`config.mk`:
```
export PLATFORM = sky130hd
export DESIGN_NAME = psr_status_regs
export DESIGN_NICKNAME = d
export VERILOG_FILES = /design/src/rtl/psr_pkg.sv /design/src/rtl/psr_ring_counter.sv /design/src/rtl/psr_status_regs.sv /design/src/rtl/psr_txclk_div.sv
export VERILOG_INCLUDE_DIRS = /design/src /design/src/rtl
export SDC_FILE = /design/constraint.sdc
export NUM_CORES = 1
export LEC_CHECK = 0
export ABC_AREA = 0
export BUFFER_PORTS_ARGS = -buffer_cell sky130_fd_sc_hd__buf_4
export CELL_PAD_IN_SITES_DETAIL_PLACEMENT = 0
export CELL_PAD_IN_SITES_GLOBAL_PLACEMENT = 2
export CORE_MARGIN = 2
export CORE_UTILIZATION = 35
export CTS_CLUSTER_SIZE = 10
export DETAILED_ROUTE_END_ITERATION = 8
export GPL_ROUTABILITY_DRIVEN = 0
export GPL_TIMING_DRIVEN = 0
export PLACE_DENSITY_LB_ADDON = 0.1
export SLEW_MARGIN = 40
export SYNTH_ARGS = -nofsm -noshare
export SYNTH_HDL_FRONTEND = slang
export SYNTH_SLANG_ARGS = --single-unit
```
`constraint.sdc`:
```
create_clock -name clk -period 2.16 [get_ports clk]
set_clock_uncertainty 0.05 [all_clocks]
set_input_delay 0.324 -clock clk [delete_from_list [all_inputs] [get_ports clk]]
set_output_delay 0.324 -clock clk [all_outputs]
set_load 0.005 [all_outputs]
```
`src/rtl/psr_defs.svh`:
```
// Purpose: Constants of the processor-status register bank.
// Assumes: Register numbers are those used by the status instructions.
// Notes: Included by every module file of the bank.
`ifndef PSR_DEFS_SVH
`define PSR_DEFS_SVH

// ****************************************************************
// Register numbers
// ****************************************************************
`define PSR_NUM_VECTOR 8'h01
`define PSR_NUM_TILECTL 8'h02
`define PSR_NUM_BOOT 8'h03
`define PSR_NUM_SECURITY 8'h05
`define PSR_NUM_RINGCTL 8'h06
`define PSR_NUM_RING_TCELL 8'h07
`define PSR_NUM_RING_TWIRE 8'h08
`define PSR_NUM_RING_PCELL 8'h09
`define PSR_NUM_RING_PWIRE 8'h0A
`define PSR_NUM_RAMSIZE 8'h0C

// ****************************************************************
// Writable masks and reset values
// ****************************************************************
`define PSR_VECTOR_WMASK 32'hFFFC_0000
`define PSR_TILECTL_WMASK 32'h03FF_FF30
`define PSR_SECURITY_WMASK 32'h8000_5FB1
`define PSR_RINGCTL_WMASK 32'h0000_0003
`define PSR_VECTOR_RST 32'h0000_0000
`define PSR_TILECTL_RST 32'h0000_0000
`define PSR_SECURITY_RST 32'h0000_0000
`define PSR_RINGCTL_RST 32'h0000_0000
`define PSR_RAM_SIZE 32'h0008_0000

// ****************************************************************
// Field positions
// ****************************************************************
`define PSR_VEC_HI_MSB 31
`define PSR_VEC_HI_LSB 16
`define PSR_TXDLY_MSB 25
`define PSR_TXDLY_LSB 18
`define PSR_TXDIV_MSB 17
`define PSR_TXDIV_LSB 9
`define PSR_PORTEN_BIT 8
`define PSR_DYNDIV_BIT 5
`define PSR_DIVEN_BIT 4
`define PSR_SEC_LOCK_BIT 31
`define PSR_SEC_GDBG_BIT 14
`define PSR_SEC_OTPALL_BIT 12
`define PSR_SEC_SECT_MSB 11
`define PSR_SEC_SECT_LSB 8
`define PSR_SEC_REDUN_BIT 7
`define PSR_SEC_BOOTOTP_BIT 5
`define PSR_SEC_JTAGCFG_BIT 4
`define PSR_SEC_TAP_BIT 0
`define PSR_RING_CORE_BIT 1
`define PSR_RING_PERIPH_BIT 0
`define PSR_RING_W 16
`define PSR_TXDIV_W 9
`define PSR_TXDLY_W 8
`define PSR_BOOT_PROC_LSB 16
`define PSR_BOOT_OVR_BIT 8
`define PSR_BOOT_CORE1_BIT 5
`define PSR_BOOT_SKIPPOLL_BIT 4
`define PSR_BOOT_RAM_BIT 3
`define PSR_BOOT_JTAG_BIT 2
`define PSR_RAMSIZE_LOWMASK 32'hFFFF_FFFC

`endif

```
`src/rtl/psr_pkg.sv`:
```
// Purpose: Types shared by the processor-status register bank.
// Assumes: Constants come from psr_defs.svh.
// Notes: Request and answer travel as packed structs.
package psr_pkg;

   typedef struct packed {
      logic rd;
      logic wr;
      logic [7:0] num;
      logic [31:0] wdata;
   } psr_req_t;

   typedef struct packed {
      logic valid;
      logic err;
      logic [31:0] rdata;
   } psr_rsp_t;

   typedef struct packed {
      logic bootOverride;
      logic core1Off;
      logic skipOtpPoll;
      logic bootFromRam;
      logic bootFromJtag;
   } psr_boot_t;

   typedef struct packed {
      logic globalDebugOff;
      logic jtagCfgBlock;
      logic debugTapOff;
      logic otpLockAll;
      logic [3:0] otpSectorLock;
      logic otpRedundancy;
      logic bootFromOtp;
   } psr_sec_t;

   typedef enum logic [1:0] {
      PSR_CAP_WAIT = 2'b00,
      PSR_CAP_DONE = 2'b01
   } psr_cap_t;

endpackage

```
`src/rtl/psr_ring_counter.sv`:
```
// Purpose: Counts rising edges of one free-running ring oscillator.
// Assumes: The oscillator output is asynchronous to clk.
// Notes: The count is deliberately kept through reset.
`timescale 1ns/1ns
`include "psr_defs.svh"
module psr_ring_counter
   import psr_pkg::*;
(
   // Clock and reset
   input wire logic clk,
   input wire logic rst_n,
   // Control
   input wire logic enable,
   input wire logic oscIn,
   // Count
   output logic [`PSR_RING_W-1:0] count
);

   logic syncA_r;
   logic syncB_r;
   logic syncC_r;
   // Powers up at zero; no reset clears it afterwards.
   logic [`PSR_RING_W-1:0] count_r = '0;

   always_ff @(posedge clk or negedge rst_n)
   begin
      if (!rst_n)
      begin
         syncA_r <= 1'b0;
         syncB_r <= 1'b0;
         syncC_r <= 1'b0;
      end
      else
      begin
         syncA_r <= oscIn;
         syncB_r <= syncA_r;
         syncC_r <= syncB_r;
      end
   end

   // No reset term: the count must outlive a system reset.
   always_ff @(posedge clk)
   begin
      if (enable && syncB_r && !syncC_r)
      begin
         count_r <= count_r + `PSR_RING_W'(1);
      end
   end

   assign count = count_r;

endmodule

```
`src/rtl/psr_status_regs.sv`:
```
// Purpose: Processor-status register bank of one tile.
// Assumes: Requests arrive on clk; answers follow one cycle later.
// Notes: Boot strap and mode-pin inputs are captured once after reset release.
`timescale 1ns/1ns
`include "psr_defs.svh"
module psr_status_regs
   import psr_pkg::*;
(
   // Clock and reset
   input wire logic clk,
   input wire logic rst_n,
   // Status instruction port
   input psr_req_t psReq,
   output psr_rsp_t psRsp,
   // Event vectoring
   input wire logic eventTake,
   input wire logic [15:0] eventVector,
   output logic [31:0] vectorAddr,
   output logic vectorAddrValid,
   // Tile control
   input wire logic allThreadsPaused,
   output logic rgmiiTxClk,
   output logic rgmiiTxLaunch,
   output logic rgmiiPortEn,
   output logic lowPowerDivOn,
   // Boot straps
   input wire logic [7:0] processorNumber,
   input wire logic [1:0] bootPllModePin,
   input psr_boot_t bootStrap,
   // Security word load
   input wire logic otpSecValid,
   input wire logic [31:0] otpSecWord,
   output psr_sec_t secCtl,
   // Ring oscillators
   input wire logic [3:0] ringOscPin,
   output logic [3:0] ringOscEn,
   output logic [`PSR_RING_W-1:0] ringCount [4]
);

   // ****************************************************************
   // Storage
   // ****************************************************************
   logic [31:0] vectorBase_r;
   logic [31:0] tileCtl_r;
   logic [31:0] security_r;
   logic [31:0] ringCtl_r;
   logic [31:0] bootStatus_r;
   logic [1:0] pllSyncA_r;
   logic [1:0] pllSyncB_r;
   logic [1:0] pllSyncC_r;
   logic [2:0] pllFill_r;
   psr_cap_t capState_r;
   psr_rsp_t psRsp_r;
   logic [31:0] vectorAddr_r;
   logic vectorAddrValid_r;
   logic lowPowerDivOn_r;
   logic [31:0] rdata_nxt;
   logic hit_nxt;
   logic secWrite;
   logic secRefused;
   logic [3:0] oscEnable;
   logic [`PSR_RING_W-1:0] ringCnt [4];

   assign secWrite = psReq.wr && psReq.num == `PSR_NUM_SECURITY;
   assign secRefused = secWrite && security_r[`PSR_SEC_LOCK_BIT];

   // ****************************************************************
   // Vector base and event address
   // ****************************************************************
   always_ff @(posedge clk or negedge rst_n)
   begin
      if (!rst_n)
      begin
         vectorBase_r <= `PSR_VECTOR_RST;
      end
      else if (psReq.wr && psReq.num == `PSR_NUM_VECTOR)
      begin
         vectorBase_r <= psReq.wdata & `PSR_VECTOR_WMASK;
      end
   end

   always_ff @(posedge clk or negedge rst_n)
   begin
      if (!rst_n)
      begin
         vectorAddr_r <= '0;
         vectorAddrValid_r <= 1'b0;
      end
      else
      begin
         vectorAddrValid_r <= eventTake;
         if (eventTake)
         begin
            vectorAddr_r <= {vectorBase_r[`PSR_VEC_HI_MSB:`PSR_VEC_HI_LSB],
                             eventVector};
         end
      end
   end

   // ****************************************************************
   // Tile control
   // ****************************************************************
   always_ff @(posedge clk or negedge rst_n)
   begin
      if (!rst_n)
      begin
         tileCtl_r <= `PSR_TILECTL_RST;
      end
      else if (psReq.wr && psReq.num == `PSR_NUM_TILECTL)
      begin
         tileCtl_r <= psReq.wdata & `PSR_TILECTL_WMASK;
      end
   end

   // Dynamic mode lets the divider act only while every thread waits.
   always_ff @(posedge clk or negedge rst_n)
   begin
      if (!rst_n)
      begin
         lowPowerDivOn_r <= 1'b0;
      end
      else
      begin
         lowPowerDivOn_r <= tileCtl_r[`PSR_DIVEN_BIT] &&
            (!tileCtl_r[`PSR_DYNDIV_BIT] || allThreadsPaused);
      end
   end

   psr_txclk_div u_txclk
   (
      .clk(clk),
      .rst_n(rst_n),
      .enable(tileCtl_r[`PSR_PORTEN_BIT]),
      .divVal(tileCtl_r[`PSR_TXDIV_MSB:`PSR_TXDIV_LSB]),
      .dlyVal(tileCtl_r[`PSR_TXDLY_MSB:`PSR_TXDLY_LSB]),
      .txClk(rgmiiTxClk),
      .txLaunch(rgmiiTxLaunch)
   );

   // ****************************************************************
   // Boot status capture
   // ****************************************************************
   always_ff @(posedge clk or negedge rst_n)
   begin
      if (!rst_n)
      begin
         pllSyncA_r <= 2'h0;
         pllSyncB_r <= 2'h0;
         pllSyncC_r <= 2'h0;
         pllFill_r <= 3'h0;
      end
      else
      begin
         pllSyncA_r <= bootPllModePin;
         pllSyncB_r <= pllSyncA_r;
         pllSyncC_r <= pllSyncB_r;
         pllFill_r <= {pllFill_r[1:0], 1'b1};
      end
   end

   // The mode pins are taken once their synchroniser has settled.
   always_ff @(posedge clk or negedge rst_n)
   begin
      if (!rst_n)
      begin
         capState_r <= PSR_CAP_WAIT;
         bootStatus_r <= '0;
      end
      else
      begin
         case (capState_r)
            PSR_CAP_WAIT:
            begin
               if (pllFill_r[2] && pllSyncB_r == pllSyncC_r)
               begin
                  bootStatus_r <= '0;
                  bootStatus_r[`PSR_BOOT_PROC_LSB +: 8] <=
                     processorNumber;
                  bootStatus_r[1:0] <= pllSyncC_r;
                  bootStatus_r[`PSR_BOOT_OVR_BIT] <=
                     bootStrap.bootOverride;
                  bootStatus_r[`PSR_BOOT_CORE1_BIT] <=
                     bootStrap.core1Off;
                  bootStatus_r[`PSR_BOOT_SKIPPOLL_BIT] <=
                     bootStrap.skipOtpPoll;
                  bootStatus_r[`PSR_BOOT_RAM_BIT] <=
                     bootStrap.bootFromRam;
                  bootStatus_r[`PSR_BOOT_JTAG_BIT] <=
                     bootStrap.bootFromJtag;
                  capState_r <= PSR_CAP_DONE;
               end
            end
            PSR_CAP_DONE:
            begin
               capState_r <= PSR_CAP_DONE;
            end
            default:
            begin
               capState_r <= PSR_CAP_WAIT;
            end
         endcase
      end
   end

   // ****************************************************************
   // Security configuration
   // ****************************************************************
   always_ff @(posedge clk or negedge rst_n)
   begin
      if (!rst_n)
      begin
         security_r <= `PSR_SECURITY_RST;
      end
      else if (otpSecValid)
      begin
         security_r <= otpSecWord & `PSR_SECURITY_WMASK;
      end
      else if (secWrite && !secRefused)
      begin
         security_r <= psReq.wdata & `PSR_SECURITY_WMASK;
      end
   end

   assign secCtl.globalDebugOff = security_r[`PSR_SEC_GDBG_BIT];
   assign secCtl.jtagCfgBlock = security_r[`PSR_SEC_JTAGCFG_BIT];
   assign secCtl.debugTapOff = security_r[`PSR_SEC_TAP_BIT];
   assign secCtl.otpLockAll = security_r[`PSR_SEC_OTPALL_BIT];
   assign secCtl.otpSectorLock =
      security_r[`PSR_SEC_SECT_MSB:`PSR_SEC_SECT_LSB];
   assign secCtl.otpRedundancy = security_r[`PSR_SEC_REDUN_BIT];
   assign secCtl.bootFromOtp = security_r[`PSR_SEC_BOOTOTP_BIT];

   // ****************************************************************
   // Ring oscillators
   // ****************************************************************
   always_ff @(posedge clk or negedge rst_n)
   begin
      if (!rst_n)
      begin
         ringCtl_r <= `PSR_RINGCTL_RST;
      end
      else if (psReq.wr && psReq.num == `PSR_NUM_RINGCTL)
      begin
         ringCtl_r <= psReq.wdata & `PSR_RINGCTL_WMASK;
      end
   end

   // Tile cell and wire follow the core bit, the other two the periphery.
   assign oscEnable = {ringCtl_r[`PSR_RING_PERIPH_BIT],
                       ringCtl_r[`PSR_RING_PERIPH_BIT],
                       ringCtl_r[`PSR_RING_CORE_BIT],
                       ringCtl_r[`PSR_RING_CORE_BIT]};
   assign ringOscEn = oscEnable;

   generate
      for (genvar i = 0; i < 4; i++)
      begin : g_ring
         psr_ring_counter u_ring
         (
            .clk(clk),
            .rst_n(rst_n),
            .enable(oscEnable[i]),
            .oscIn(ringOscPin[i]),
            .count(ringCnt[i])
         );
         assign ringCount[i] = ringCnt[i];
      end
   endgenerate

   // ****************************************************************
   // Read data and answer
   // ****************************************************************
   always_comb
   begin
      rdata_nxt = '0;
      hit_nxt = 1'b1;
      if (psReq.num == `PSR_NUM_VECTOR)
      begin
         rdata_nxt = vectorBase_r;
      end
      else if (psReq.num == `PSR_NUM_TILECTL)
      begin
         rdata_nxt = tileCtl_r;
      end
      else if (psReq.num == `PSR_NUM_BOOT)
      begin
         rdata_nxt = bootStatus_r;
      end
      else if (psReq.num == `PSR_NUM_SECURITY)
      begin
         rdata_nxt = security_r;
      end
      else if (psReq.num == `PSR_NUM_RINGCTL)
      begin
         rdata_nxt = ringCtl_r;
      end
      else if (psReq.num == `PSR_NUM_RING_TCELL)
      begin
         rdata_nxt = {16'h0000, ringCnt[0]};
      end
      else if (psReq.num == `PSR_NUM_RING_TWIRE)
      begin
         rdata_nxt = {16'h0000, ringCnt[1]};
      end
      else if (psReq.num == `PSR_NUM_RING_PCELL)
      begin
         rdata_nxt = {16'h0000, ringCnt[2]};
      end
      else if (psReq.num == `PSR_NUM_RING_PWIRE)
      begin
         rdata_nxt = {16'h0000, ringCnt[3]};
      end
      else if (psReq.num == `PSR_NUM_RAMSIZE)
      begin
         rdata_nxt = `PSR_RAM_SIZE & `PSR_RAMSIZE_LOWMASK;
      end
      else
      begin
         hit_nxt = 1'b0;
      end
   end

   // Read-only numbers and unknown numbers answer with an error on write.
   always_ff @(posedge clk or negedge rst_n)
   begin
      if (!rst_n)
      begin
         psRsp_r <= '0;
      end
      else
      begin
         psRsp_r.valid <= psReq.rd || psReq.wr;
         psRsp_r.rdata <= psReq.rd ? rdata_nxt : 32'h0000_0000;
         psRsp_r.err <= (psReq.rd && !hit_nxt) || secRefused ||
            (psReq.wr && (!hit_nxt || psReq.num == `PSR_NUM_BOOT ||
             psReq.num == `PSR_NUM_RAMSIZE ||
             (psReq.num >= `PSR_NUM_RING_TCELL &&
              psReq.num <= `PSR_NUM_RING_PWIRE)));
      end
   end

   // ****************************************************************
   // Outputs
   // ****************************************************************
   assign psRsp = psRsp_r;
   assign vectorAddr = vectorAddr_r;
   assign vectorAddrValid = vectorAddrValid_r;
   assign rgmiiPortEn = tileCtl_r[`PSR_PORTEN_BIT];
   assign lowPowerDivOn = lowPowerDivOn_r;

endmodule

```
`src/rtl/psr_txclk_div.sv`:
```
// Purpose: Transmit clock divider and data launch delay.
// Assumes: clk is the PLL output that paces the interface.
// Notes: A divider value of zero holds the clock high.
`timescale 1ns/1ns
`include "psr_defs.svh"
module psr_txclk_div
   import psr_pkg::*;
(
   // Clock and reset
   input wire logic clk,
   input wire logic rst_n,
   // Settings
   input wire logic enable,
   input wire logic [`PSR_TXDIV_W-1:0] divVal,
   input wire logic [`PSR_TXDLY_W-1:0] dlyVal,
   // Outputs
   output logic txClk,
   output logic txLaunch
);

   logic [`PSR_TXDIV_W-1:0] cnt_r;
   logic [`PSR_TXDLY_W-1:0] dlyCnt_r;
   logic armed_r;
   logic txClk_r;
   logic txLaunch_r;

   always_ff @(posedge clk or negedge rst_n)
   begin
      if (!rst_n)
      begin
         cnt_r <= '0;
         txClk_r <= 1'b0;
      end
      else if (!enable)
      begin
         cnt_r <= '0;
         txClk_r <= 1'b0;
      end
      else
      begin
         cnt_r <= (cnt_r >= divVal) ? '0 : cnt_r + `PSR_TXDIV_W'(1);
         if (cnt_r == divVal)
         begin
            txClk_r <= 1'b1;
         end
         else if (cnt_r == (divVal >> 1))
         begin
            txClk_r <= 1'b0;
         end
      end
   end

   // Data launch trails each rising clock by one more PLL cycle than programmed.
   always_ff @(posedge clk or negedge rst_n)
   begin
      if (!rst_n)
      begin
         dlyCnt_r <= '0;
         armed_r <= 1'b0;
         txLaunch_r <= 1'b0;
      end
      else
      begin
         txLaunch_r <= 1'b0;
         if (enable && cnt_r == divVal)
         begin
            dlyCnt_r <= '0;
            armed_r <= 1'b1;
         end
         else if (armed_r && dlyCnt_r == dlyVal)
         begin
            armed_r <= 1'b0;
            txLaunch_r <= 1'b1;
         end
         else if (armed_r)
         begin
            dlyCnt_r <= dlyCnt_r + `PSR_TXDLY_W'(1);
         end
      end
   end

   assign txClk = txClk_r;
   assign txLaunch = txLaunch_r;

endmodule

```
==> impl_results.html, run 1 <==
<table>
<tr><th>Metric</th><th>Value</th></tr>
<tr><th colspan="2">Worst setup path</th></tr>
<tr><td>Critical-path cell list</td><td>inv_1 -&gt; ha_1 -&gt; nand4_1 -&gt; or3_4 -&gt; a32oi_4 -&gt; nor2_1</td></tr>
<tr><td>Arrival time reported for the critical path endpoint</td><td>2.45 ns</td></tr>
<tr><td>Reg-to-reg setup timing slack</td><td>0.08 ns</td></tr>
<tr><td>R2R Path Start</td><td>tileCtl_r[14]</td></tr>
<tr><td>Crit Path Max Fanout</td><td>5</td></tr>
<tr><td>Critical path start-end classification</td><td>reg -&gt; reg</td></tr>
<tr><td>Slowest cell on crit path</td><td>or3_4</td></tr>
<tr><td>Max stage delay on crit path</td><td>0.47 ns</td></tr>
<tr><td>Worst path required time</td><td>2.53 ns</td></tr>
<tr><td>Sort of element at the start of the critical path</td><td>flop</td></tr>
<tr><td>Buffers &amp; Inverters on Critical Path</td><td>1</td></tr>
<tr><td>Cell family with the largest share of critical-path delay</td><td>simple AND/OR/NAND/NOR gates</td></tr>
<tr><td>Cell count of the worst reg-to-reg path</td><td>6</td></tr>
<tr><td>Element type at the critical path end</td><td>flop</td></tr>
<tr><td>Capture instance of the worst register-to-register path</td><td>u_txclk.cnt_r[2]</td></tr>
<tr><th colspan="2">Timing</th></tr>
<tr><td>Actual slew at the worst max-slew pin</td><td>0.855 ns</td></tr>
<tr><td>Worst-case headroom to the max-slew limit</td><td>43.0%</td></tr>
<tr><td>Final cycle utilization of the critical path</td><td>96.4%</td></tr>
<tr><td>Final setup vio count</td><td>0</td></tr>
<tr><td>Unrepaired setup endpoints after global routing</td><td>true</td></tr>
<tr><td>Worst hold slack</td><td>0.0457 ns</td></tr>
<tr><td>Number of hold-slack violations in the final timing report</td><td>0</td></tr>
<tr><td>PnR worst setup slack</td><td>0.0773 ns</td></tr>
<tr><td>Max-slew violation total from the final report</td><td>0</td></tr>
<tr><td>Shortest clock period the worst path allows after layout</td><td>2.08 ns</td></tr>
<tr><td>F_max</td><td>480 MHz</td></tr>
<tr><th colspan="2">Finish</th></tr>
<tr><td>Most frequent cells in the layout</td><td>buf_4 (251), dfrtp_1 (169), dlygate4sd3_1 (68)</td></tr>
<tr><td>Most common cell after layout, fill and taps aside</td><td>buf_4</td></tr>
<tr><td>Filler Cell Count</td><td>2848</td></tr>
<tr><td>Fraction of final layout cells sized beyond drive strength 1</td><td>33.9%</td></tr>
<tr><td>Post-synthesis to final-layout area growth</td><td>36.3%</td></tr>
<tr><td># diodes</td><td>0</td></tr>
<tr><td>NumNets Final</td><td>1350</td></tr>
<tr><th colspan="2">Logic synthesis</th></tr>
<tr><td>Number of storage elements in the synthesis netlist</td><td>234</td></tr>
<tr><td>Netlist area before placement</td><td>10900 um2</td></tr>
<tr><td>Most area-consuming cells after synthesis</td><td>dfrtp_1 (39%), edfxtp_1 (18%), mux2_2 (6.7%)</td></tr>
<tr><td>Share of the synthesized area in the top cell type</td><td>39.2%</td></tr>
<tr><td>Gate count after technology mapping</td><td>884</td></tr>
<tr><td>Sequential element share of the synthesized area</td><td>56.8%</td></tr>
<tr><td>YS warnings</td><td>0</td></tr>
<tr><td>Count of cell types in the netlist</td><td>65</td></tr>
<tr><td>Avg Cell Area, Syn</td><td>12.3 um2</td></tr>
<tr><td>Predominant post-synthesis flop cell</td><td>dfrtp_1</td></tr>
<tr><td>Share of async-settable or async-resettable flops after synthesis</td><td>72.6%</td></tr>
<tr><td>EDFF count, synth</td><td>64</td></tr>
<tr><td>Area leader, netlist</td><td>dfrtp_1</td></tr>
<tr><th colspan="2">Power and ir drop</th></tr>
<tr><td>Power share of the combinational group</td><td>11.5%</td></tr>
<tr><td>Leakage power total</td><td>6.68 nW</td></tr>
<tr><td>Design internal power</td><td>8.02 mW</td></tr>
<tr><td>Power Total</td><td>10.6 mW</td></tr>
<tr><td>Worst IR drop on VDD</td><td>0.599 mV</td></tr>
<tr><td>Switching Fraction</td><td>24.2%</td></tr>
<tr><td>Cell area power density</td><td>715 nW/um2</td></tr>
<tr><td>Clock share of power</td><td>41.3%</td></tr>
<tr><td>Switching power</td><td>2.57 mW</td></tr>
<tr><td>Part of the total power dissipated in sequential elements</td><td>47.2%</td></tr>
<tr><th colspan="2">Global route</th></tr>
<tr><td>Wire length of the first global-routing pass</td><td>50.4 mm</td></tr>
<tr><td>Number of antenna violations at the first check in global routing</td><td>0</td></tr>
<tr><td>Number of global-route vias before repair</td><td>8453</td></tr>
<tr><td>Overflow left after global routing</td><td>0</td></tr>
<tr><td>Largest net degree at the start of global routing</td><td>73</td></tr>
<tr><td>All-Layer GR Usage</td><td>19.7%</td></tr>
<tr><th colspan="2">Run</th></tr>
<tr><td>Max-Cap Viols</td><td>0</td></tr>
<tr><th colspan="2">Placement</th></tr>
<tr><td>Final HPWL DP</td><td>23.7 mm</td></tr>
<tr><td>Port Buf Inserts</td><td>236</td></tr>
<tr><td>Worst slack at placement</td><td>-0.283 ns</td></tr>
<tr><th colspan="2">Outcome</th></tr>
<tr><td>Outcome</td><td>completed</td></tr>
<tr><th colspan="2">Drt</th></tr>
<tr><td>Number of vias per cell</td><td>4.90</td></tr>
<tr><td>Final antenna-violating net count</td><td>0</td></tr>
<tr><td>Drt pass-1 iters</td><td>5</td></tr>
<tr><td>Post-Route WL</td><td>32.5 mm</td></tr>
<tr><td>Remaining routing DRC violations</td><td>0</td></tr>
<tr><td>Total number of vias</td><td>7996</td></tr>
<tr><td>DRC marker count from the first detailed-route iteration</td><td>483</td></tr>
<tr><td>Wire length per cell</td><td>19.9 um</td></tr>
<tr><th colspan="2">Clock tree</th></tr>
<tr><td>Longest Clk Path Bufs</td><td>3</td></tr>
<tr><td>Sinks on Clock Net</td><td>234</td></tr>
<tr><td>H-Tree Level Count</td><td>1</td></tr>
<tr><td>Clock-pin slew on the worst setup and hold paths</td><td>0.06 ns</td></tr>
<tr><td>Cts bufs inserted</td><td>28</td></tr>
<tr><td>Root Driver</td><td>clkbuf_16</td></tr>
<tr><td>Clock latency at the later pin of the worst-skew pair</td><td>0.56 ns</td></tr>
<tr><td>Clock tree from TritonCTS</td><td>yes</td></tr>
<tr><th colspan="2">Min path</th></tr>
<tr><td>Path category of the worst min-delay check</td><td>in -&gt; reg</td></tr>
<tr><td>Start point of the worst hold path</td><td>psReq[7]</td></tr>
<tr><td>Worst-case hold path end point</td><td>security_r[7]</td></tr>
<tr><td>Worst hold stages</td><td>3</td></tr>
<tr><th colspan="2">Floorplan</th></tr>
<tr><td>Horizontal extent of the die</td><td>180 um</td></tr>
<tr><td>Core area</td><td>30600 um2</td></tr>
<tr><td>I/O pin total</td><td>263</td></tr>
<tr><td>Initial core utilization</td><td>35.5%</td></tr>
<tr><td>Total die area</td><td>32500 um2</td></tr>
<tr><td>Floorplan row count</td><td>64</td></tr>
<tr><td>Height of the die</td><td>180 um</td></tr>
</table>
[through the flow]
step	util (%)	TNS (ns)	instances	cell area (um2)
6_report	48.4	0	1631	14800
5_1_grt	48.4	0	1631	14800
4_1_cts	48.3	0	1631	14800
3_5_place_dp	43.3	-5.63	1519	13200
3_3_place_gp	42.9	-67.43	1517	13100
2_1_floorplan	-	0	885	10900
[power groups by stage]
stage,sequential [mW],clock [mW],combinational (mW)
3_3_place_gp,5.07,0,1.08
4_1_cts,5.00,4.49,1.21
6_report,5.00,4.37,1.22
2_1_floorplan,5.01,0,0.581
3_5_place_dp,5.08,0,1.10
5_1_grt,5.04,4.67,1.34
[logic make-up (layout without fill, tap and decap cells)]
kind of cell / Yosys count / after routing / synth area share, %
AO/OA/AOI/OAI: 120 / 121 / 7.32
XOR/XNOR: 84 / 84 / 6.77
adder cells (fa/ha/maj): 16 / 16 / 1.82
buffers and inverters: 65 / 414 / 3.22
flip-flops: 234 / 234 / 56.8
multiplexers: 115 / 115 / 12.3
other: 2 / 3 / 0.0691
AND/OR/NAND/NOR: 248 / 248 / 11.7
[sequential cells by signal, indices dropped and copies added (netlist names), 2 cells and up]
signal and cells:
g_ring.u_ring.count 64, psRsp 34, vectorAddr 30, tileCtl_r 20
bootStatus_r 15, vectorBase_r 14, security_r 11, u_txclk.cnt_r 9
u_txclk.dlyCnt_r 8, g_ring.u_ring.syncA_r 4, g_ring.u_ring.syncB_r 4, g_ring.u_ring.syncC_r 4
pllFill_r 3, pllSyncA_r 2, pllSyncB_r 2, pllSyncC_r 2
ringCtl_r 2
[worst min-delay path, stage by stage]
cell	delay, ns
buf_4	0.08
mux2i_1	0.07
a21oi_2	0.13
[routing by layer]
metal | track usage (%) | routed length, um | up-vias
li1 | - | - | 3819
met2 | 30.3 | 14500 | 214
met4 | 3.65 | 545 | 0
met1 | 28.2 | 15300 | 3928
met5 | 0 | 0 | -
met3 | 5.09 | 2130 | 35
[worst max-delay path by stage]
| stage | start | end | slack, ns | cells past startpoint |
|---|---|---|---|---|
| 2_1_floorplan | u_txclk.cnt_r[0] | u_txclk.cnt_r[2] | 0.18 | 7 |
| 3_3_place_gp | rst_n | g_ring[2].u_ring.syncA_r | -0.38 | 1 |
| 3_5_place_dp | psReq[37] | psRsp[2] | -0.28 | 6 |
| 4_1_cts | tileCtl_r[15] | u_txclk.txLaunch | 0.009 | 6 |
| 5_1_grt | tileCtl_r[15] | u_txclk.cnt_r[4] | 0.003 | 6 |
| 6_report | tileCtl_r[14] | u_txclk.cnt_r[2] | 0.08 | 6 |
[synth_stat cells (3+ instances only)]
cell      instances
xor2_1           40
a22oi_1          26
dfrtp_1         170
nand2b_1          7
nand4_1          16
buf_6             5
nand3_1          32
and3_1           25
buf_4            16
mux2_4           20
nor2_1           60
o21ai_0          29
buf_2             6
or3_1             3
mux2i_1          29
or4_1             3
xnor2_1          44
ha_1             15
inv_1            19
a21oi_2           9
edfxtp_1         64
and2_1            3
mux2_2           65
and4_1            3
a32oi_1           3
o22ai_1           6
clkbuf_1         17
nor4_1            4
nor2b_1          12
a21oi_1          23
nand2_1          63
[area by class of cell]
class                           instances  area (um2)  share of cell area (%)
Sequential cell                       234        6180                    41.7
Multi-Input combinational cell        587        4440                    30.0
Timing Repair Buffer                  306        2510                    17.0
Clock buffer                           43         808                    5.46
Tap cell                              396         495                    3.34
Buffer                                 45         275                    1.86
Inverter                               19        71.3                   0.481
Clock inverter                          1        30.0                   0.203
[timing repair]
action | 4_1_cts | 5_1_grt
hold buffers | 68 | 0
endpoints found under the setup margin | 9 | 12
endpoints found under the hold margin | 168 | 0
buffers inserted | 0 | 0
pin swaps | 0 | 2
gates cloned | 0 | 1
gates resized for setup | 2 | 6
(Power assumes the default switching activity.)
==> inputs of run 2 (changes only) <==
--- a/config.mk
+++ b/config.mk
@@ -10,6 +10,7 @@
 export BUFFER_PORTS_ARGS = -buffer_cell sky130_fd_sc_hd__buf_4
 export CELL_PAD_IN_SITES_DETAIL_PLACEMENT = 0
 export CELL_PAD_IN_SITES_GLOBAL_PLACEMENT = 2
+export CORE_ASPECT_RATIO = 1.4
 export CORE_MARGIN = 2
 export CORE_UTILIZATION = 35
 export CTS_CLUSTER_SIZE = 10
==> run 2 against run 1 <==
Count of clock-buffer cells in the layout shrank 2. Sequential share of layout area is 0.26 points higher. Clock power fell by 3%. Sequential power hardly changed. Hold slack worse by 0.022 ns.
==> impl_results.html, run 2 (synthesis gave the netlist of run 1 again) <==
<table>
<tr><th>Metric</th><th>Value</th></tr>
<tr><th colspan="2">Outcome</th></tr>
<tr><td>Outcome</td><td>completed</td></tr>
<tr><th colspan="2">Placement</th></tr>
<tr><td>Placed cell area</td><td>13200 um2 (about the same)</td></tr>
<tr><td># placed instances</td><td>1513 (-0.39%)</td></tr>
<tr><td>Final HPWL DP</td><td>24.1 mm (+1.7%)</td></tr>
<tr><td>Worst slack at placement</td><td>-0.292 ns (-0.00955 ns)</td></tr>
<tr><td>Port Buf Inserts</td><td>236 (unchanged)</td></tr>
<tr><th colspan="2">Timing</th></tr>
<tr><td>Final setup vio count</td><td>0 (unchanged)</td></tr>
<tr><td>Worst-case headroom to the max-slew limit</td><td>44.6% (+1.5 points)</td></tr>
<tr><td>Number of hold-slack violations in the final timing report</td><td>0 (unchanged)</td></tr>
<tr><td>PnR worst setup slack</td><td>0.0454 ns (-0.0319 ns)</td></tr>
<tr><td>Max-slew violation total from the final report</td><td>0 (unchanged)</td></tr>
<tr><td>Fin Setup TNS</td><td>0 ns (unchanged)</td></tr>
<tr><td>F_max</td><td>473 MHz (-1.5%)</td></tr>
<tr><td>Unrepaired setup endpoints after global routing</td><td>true</td></tr>
<tr><td>Actual slew at the worst max-slew pin</td><td>0.823 ns (-0.0319 ns)</td></tr>
<tr><td>Shortest clock period the worst path allows after layout</td><td>2.11 ns (+0.0319 ns)</td></tr>
<tr><td>Final cycle utilization of the critical path</td><td>97.9% (+1.5 points)</td></tr>
<tr><th colspan="2">Floorplan</th></tr>
<tr><td>Total die area</td><td>32500 um2 (about the same)</td></tr>
<tr><td>I/O pin total</td><td>263 (unchanged)</td></tr>
<tr><td>Floorplan row count</td><td>76 (+19%)</td></tr>
<tr><td>Initial core utilization</td><td>35.4% (-0.14 points)</td></tr>
<tr><td>Height of the die</td><td>212 um (+18%)</td></tr>
<tr><td>Horizontal extent of the die</td><td>153 um (-15%)</td></tr>
<tr><td>Core area</td><td>30700 um2 (+0.41%)</td></tr>
<tr><th colspan="2">Clock tree</th></tr>
<tr><td>Clock tree from TritonCTS</td><td>yes</td></tr>
<tr><td>Clock-pin slew on the worst setup and hold paths</td><td>0.05 ns (about the same)</td></tr>
<tr><td>Root Driver</td><td>clkbuf_16</td></tr>
<tr><td>Sinks on Clock Net</td><td>234 (unchanged)</td></tr>
<tr><td>Cts bufs inserted</td><td>28 (unchanged)</td></tr>
<tr><td>Clock latency at the later pin of the worst-skew pair</td><td>0.55 ns (about the same)</td></tr>
<tr><td>Longest Clk Path Bufs</td><td>3 (unchanged)</td></tr>
<tr><td>H-Tree Level Count</td><td>1 (unchanged)</td></tr>
<tr><th colspan="2">Worst setup path</th></tr>
<tr><td>Worst path required time</td><td>2.55 ns (+0.02 ns)</td></tr>
<tr><td>Crit Path Max Fanout</td><td>7 (+2)</td></tr>
<tr><td>Reg-to-reg setup timing slack</td><td>0.05 ns (-0.03 ns)</td></tr>
<tr><td>Sort of element at the start of the critical path</td><td>flop</td></tr>
<tr><td>Arrival time reported for the critical path endpoint</td><td>2.50 ns (+0.05 ns)</td></tr>
<tr><td>Critical path start-end classification</td><td>reg -&gt; reg</td></tr>
<tr><td>Element type at the critical path end</td><td>flop</td></tr>
<tr><th colspan="2">Finish</th></tr>
<tr><td>Finished Layout Cells</td><td>1622 (-0.55%)</td></tr>
<tr><td>Area of combinational cells with multiple inputs</td><td>4430 um2 (-0.31%)</td></tr>
<tr><td>Number of flip-flops in the largest register</td><td>64 (unchanged)</td></tr>
<tr><td># diodes</td><td>0 (unchanged)</td></tr>
<tr><td>Post-route cell area</td><td>14700 um2 (-0.64%)</td></tr>
<tr><td>Most common cell after layout, fill and taps aside</td><td>buf_4</td></tr>
<tr><td>Post-synthesis to final-layout area growth</td><td>35.5%</td></tr>
<tr><td>Fraction of final layout cells sized beyond drive strength 1</td><td>33.7% (-0.24 points)</td></tr>
<tr><td>Filler Cell Count</td><td>2882 (+1.2%)</td></tr>
<tr><td>NumNets Final</td><td>1348 (-0.15%)</td></tr>
<tr><td>Register cell area after layout</td><td>6180 um2 (about the same)</td></tr>
<tr><td>Most frequent cells in the layout</td><td>buf_4 (251), dfrtp_1 (170), dlygate4sd3_1 (66)</td></tr>
<tr><th colspan="2">Drt</th></tr>
<tr><td>DRC marker count from the first detailed-route iteration</td><td>313 (-35%)</td></tr>
<tr><td>Remaining routing DRC violations</td><td>0 (unchanged)</td></tr>
<tr><td>Wire length per cell</td><td>20.1 um (+0.84%)</td></tr>
<tr><td>Number of vias per cell</td><td>4.92 (+0.30%)</td></tr>
<tr><td>Final antenna-violating net count</td><td>0 (unchanged)</td></tr>
<tr><td>Drt pass-1 iters</td><td>4 (-1)</td></tr>
<tr><td>Post-Route WL</td><td>32.6 mm (+0.28%)</td></tr>
<tr><td>Total number of vias</td><td>7976 (-0.25%)</td></tr>
<tr><th colspan="2">Power and ir drop</th></tr>
<tr><td>Leakage power total</td><td>6.65 nW (-0.47%)</td></tr>
<tr><td>Worst IR drop on VDD</td><td>0.564 mV (-5.9%)</td></tr>
<tr><td>Cell area power density</td><td>709 nW/um2 (-0.82%)</td></tr>
<tr><td>Power Total</td><td>10.4 mW (-1.5%)</td></tr>
<tr><th colspan="2">Global route</th></tr>
<tr><td>Number of antenna violations at the first check in global routing</td><td>0 (unchanged)</td></tr>
<tr><td>Largest net degree at the start of global routing</td><td>70 (-4.1%)</td></tr>
<tr><td>Overflow left after global routing</td><td>0 (unchanged)</td></tr>
<tr><td>Wire length of the first global-routing pass</td><td>49.3 mm (-2.2%)</td></tr>
<tr><td>Number of global-route vias before repair</td><td>8296 (-1.9%)</td></tr>
<tr><td>All-Layer GR Usage</td><td>19.6% (-0.024 points)</td></tr>
<tr><th colspan="2">Run</th></tr>
<tr><td>Max-Cap Viols</td><td>0 (unchanged)</td></tr>
<tr><th colspan="2">Min path</th></tr>
<tr><td>Path category of the worst min-delay check</td><td>in -&gt; reg</td></tr>
</table>
## run 2: cell count changes in the layout (fill, tap and decap cells not counted), moves of 2 or more
cell,delta
nor4_2,-2
dlygate4sd3_1,-2
nor4_1,+2
clkbuf_8,-3
## run 2: layout make-up
cell class | count | area share [%]
Clock buffer | 41 | 5.24
Tap cell | 390 | 3.32
Buffer | 45 | 1.88
Inverter | 19 | 0.485
Clock inverter | 2 | 0.0935
Sequential cell | 234 | 42.0
Multi-Input combinational cell | 587 | 30.1
Timing Repair Buffer | 304 | 17.0
## run 2: stage by stage
step / utilization [%] / hold slack [ns]
floorplan: - / -0.0216
global placement: 42.7 / 0.282
detailed placement: 43.0 / 0.277
CTS: 47.8 / 0.00406
global route: 47.9 / 0.00623
finish: 47.9 / 0.0235
## run 2: worst max-delay path: stages (launching register included)
cell and delay [ns]:
dfrtp_1 0.41, inv_1 0.11, ha_1 0.31, nand4_1 0.17, or4_1 0.71, and3_1 0.23
## run 2: repair_timing
action	4_1_cts	5_1_grt
resized for setup	2	4
hold buffers	66	0
cloned	0	1
setup endpoints to repair	9	28
hold endpoints to repair	141	0
pin swaps	0	3
setup buffers	0	0
## run 2: worst paths after layout
path,from,end,cells past startpoint
min reg2reg,g_ring[3].u_ring.syncA_r,g_ring[3].u_ring.syncB_r,0
max,tileCtl_r[15],u_txclk.txLaunch,5
max reg2reg,tileCtl_r[15],u_txclk.txLaunch,5
max in group asynchronous,rst_n,vectorAddr[2],4
min,psReq[41],psRsp[33],2
min in group asynchronous,rst_n,u_txclk.cnt_r[3],2
## run 2: where the power goes
| part | switching (mW) | leakage (nW) | internal (mW) | total [mW] |
|---|---|---|---|---|
| combinational | 0.533 | 3.48 | 0.663 | 1.20 |
| clock | 1.80 | 0.380 | 2.43 | 4.23 |
| sequential | 0.211 | 2.79 | 4.80 | 5.01 |
## run 2: layer usage
layer	global-route usage, %	vias to the layer above	wire (um)
met3	3.79	32	1780
met1	23.3	3960	12800
met2	36.7	173	17400
met5	0	-	0
met4	4.60	0	544
li1	-	3811	-
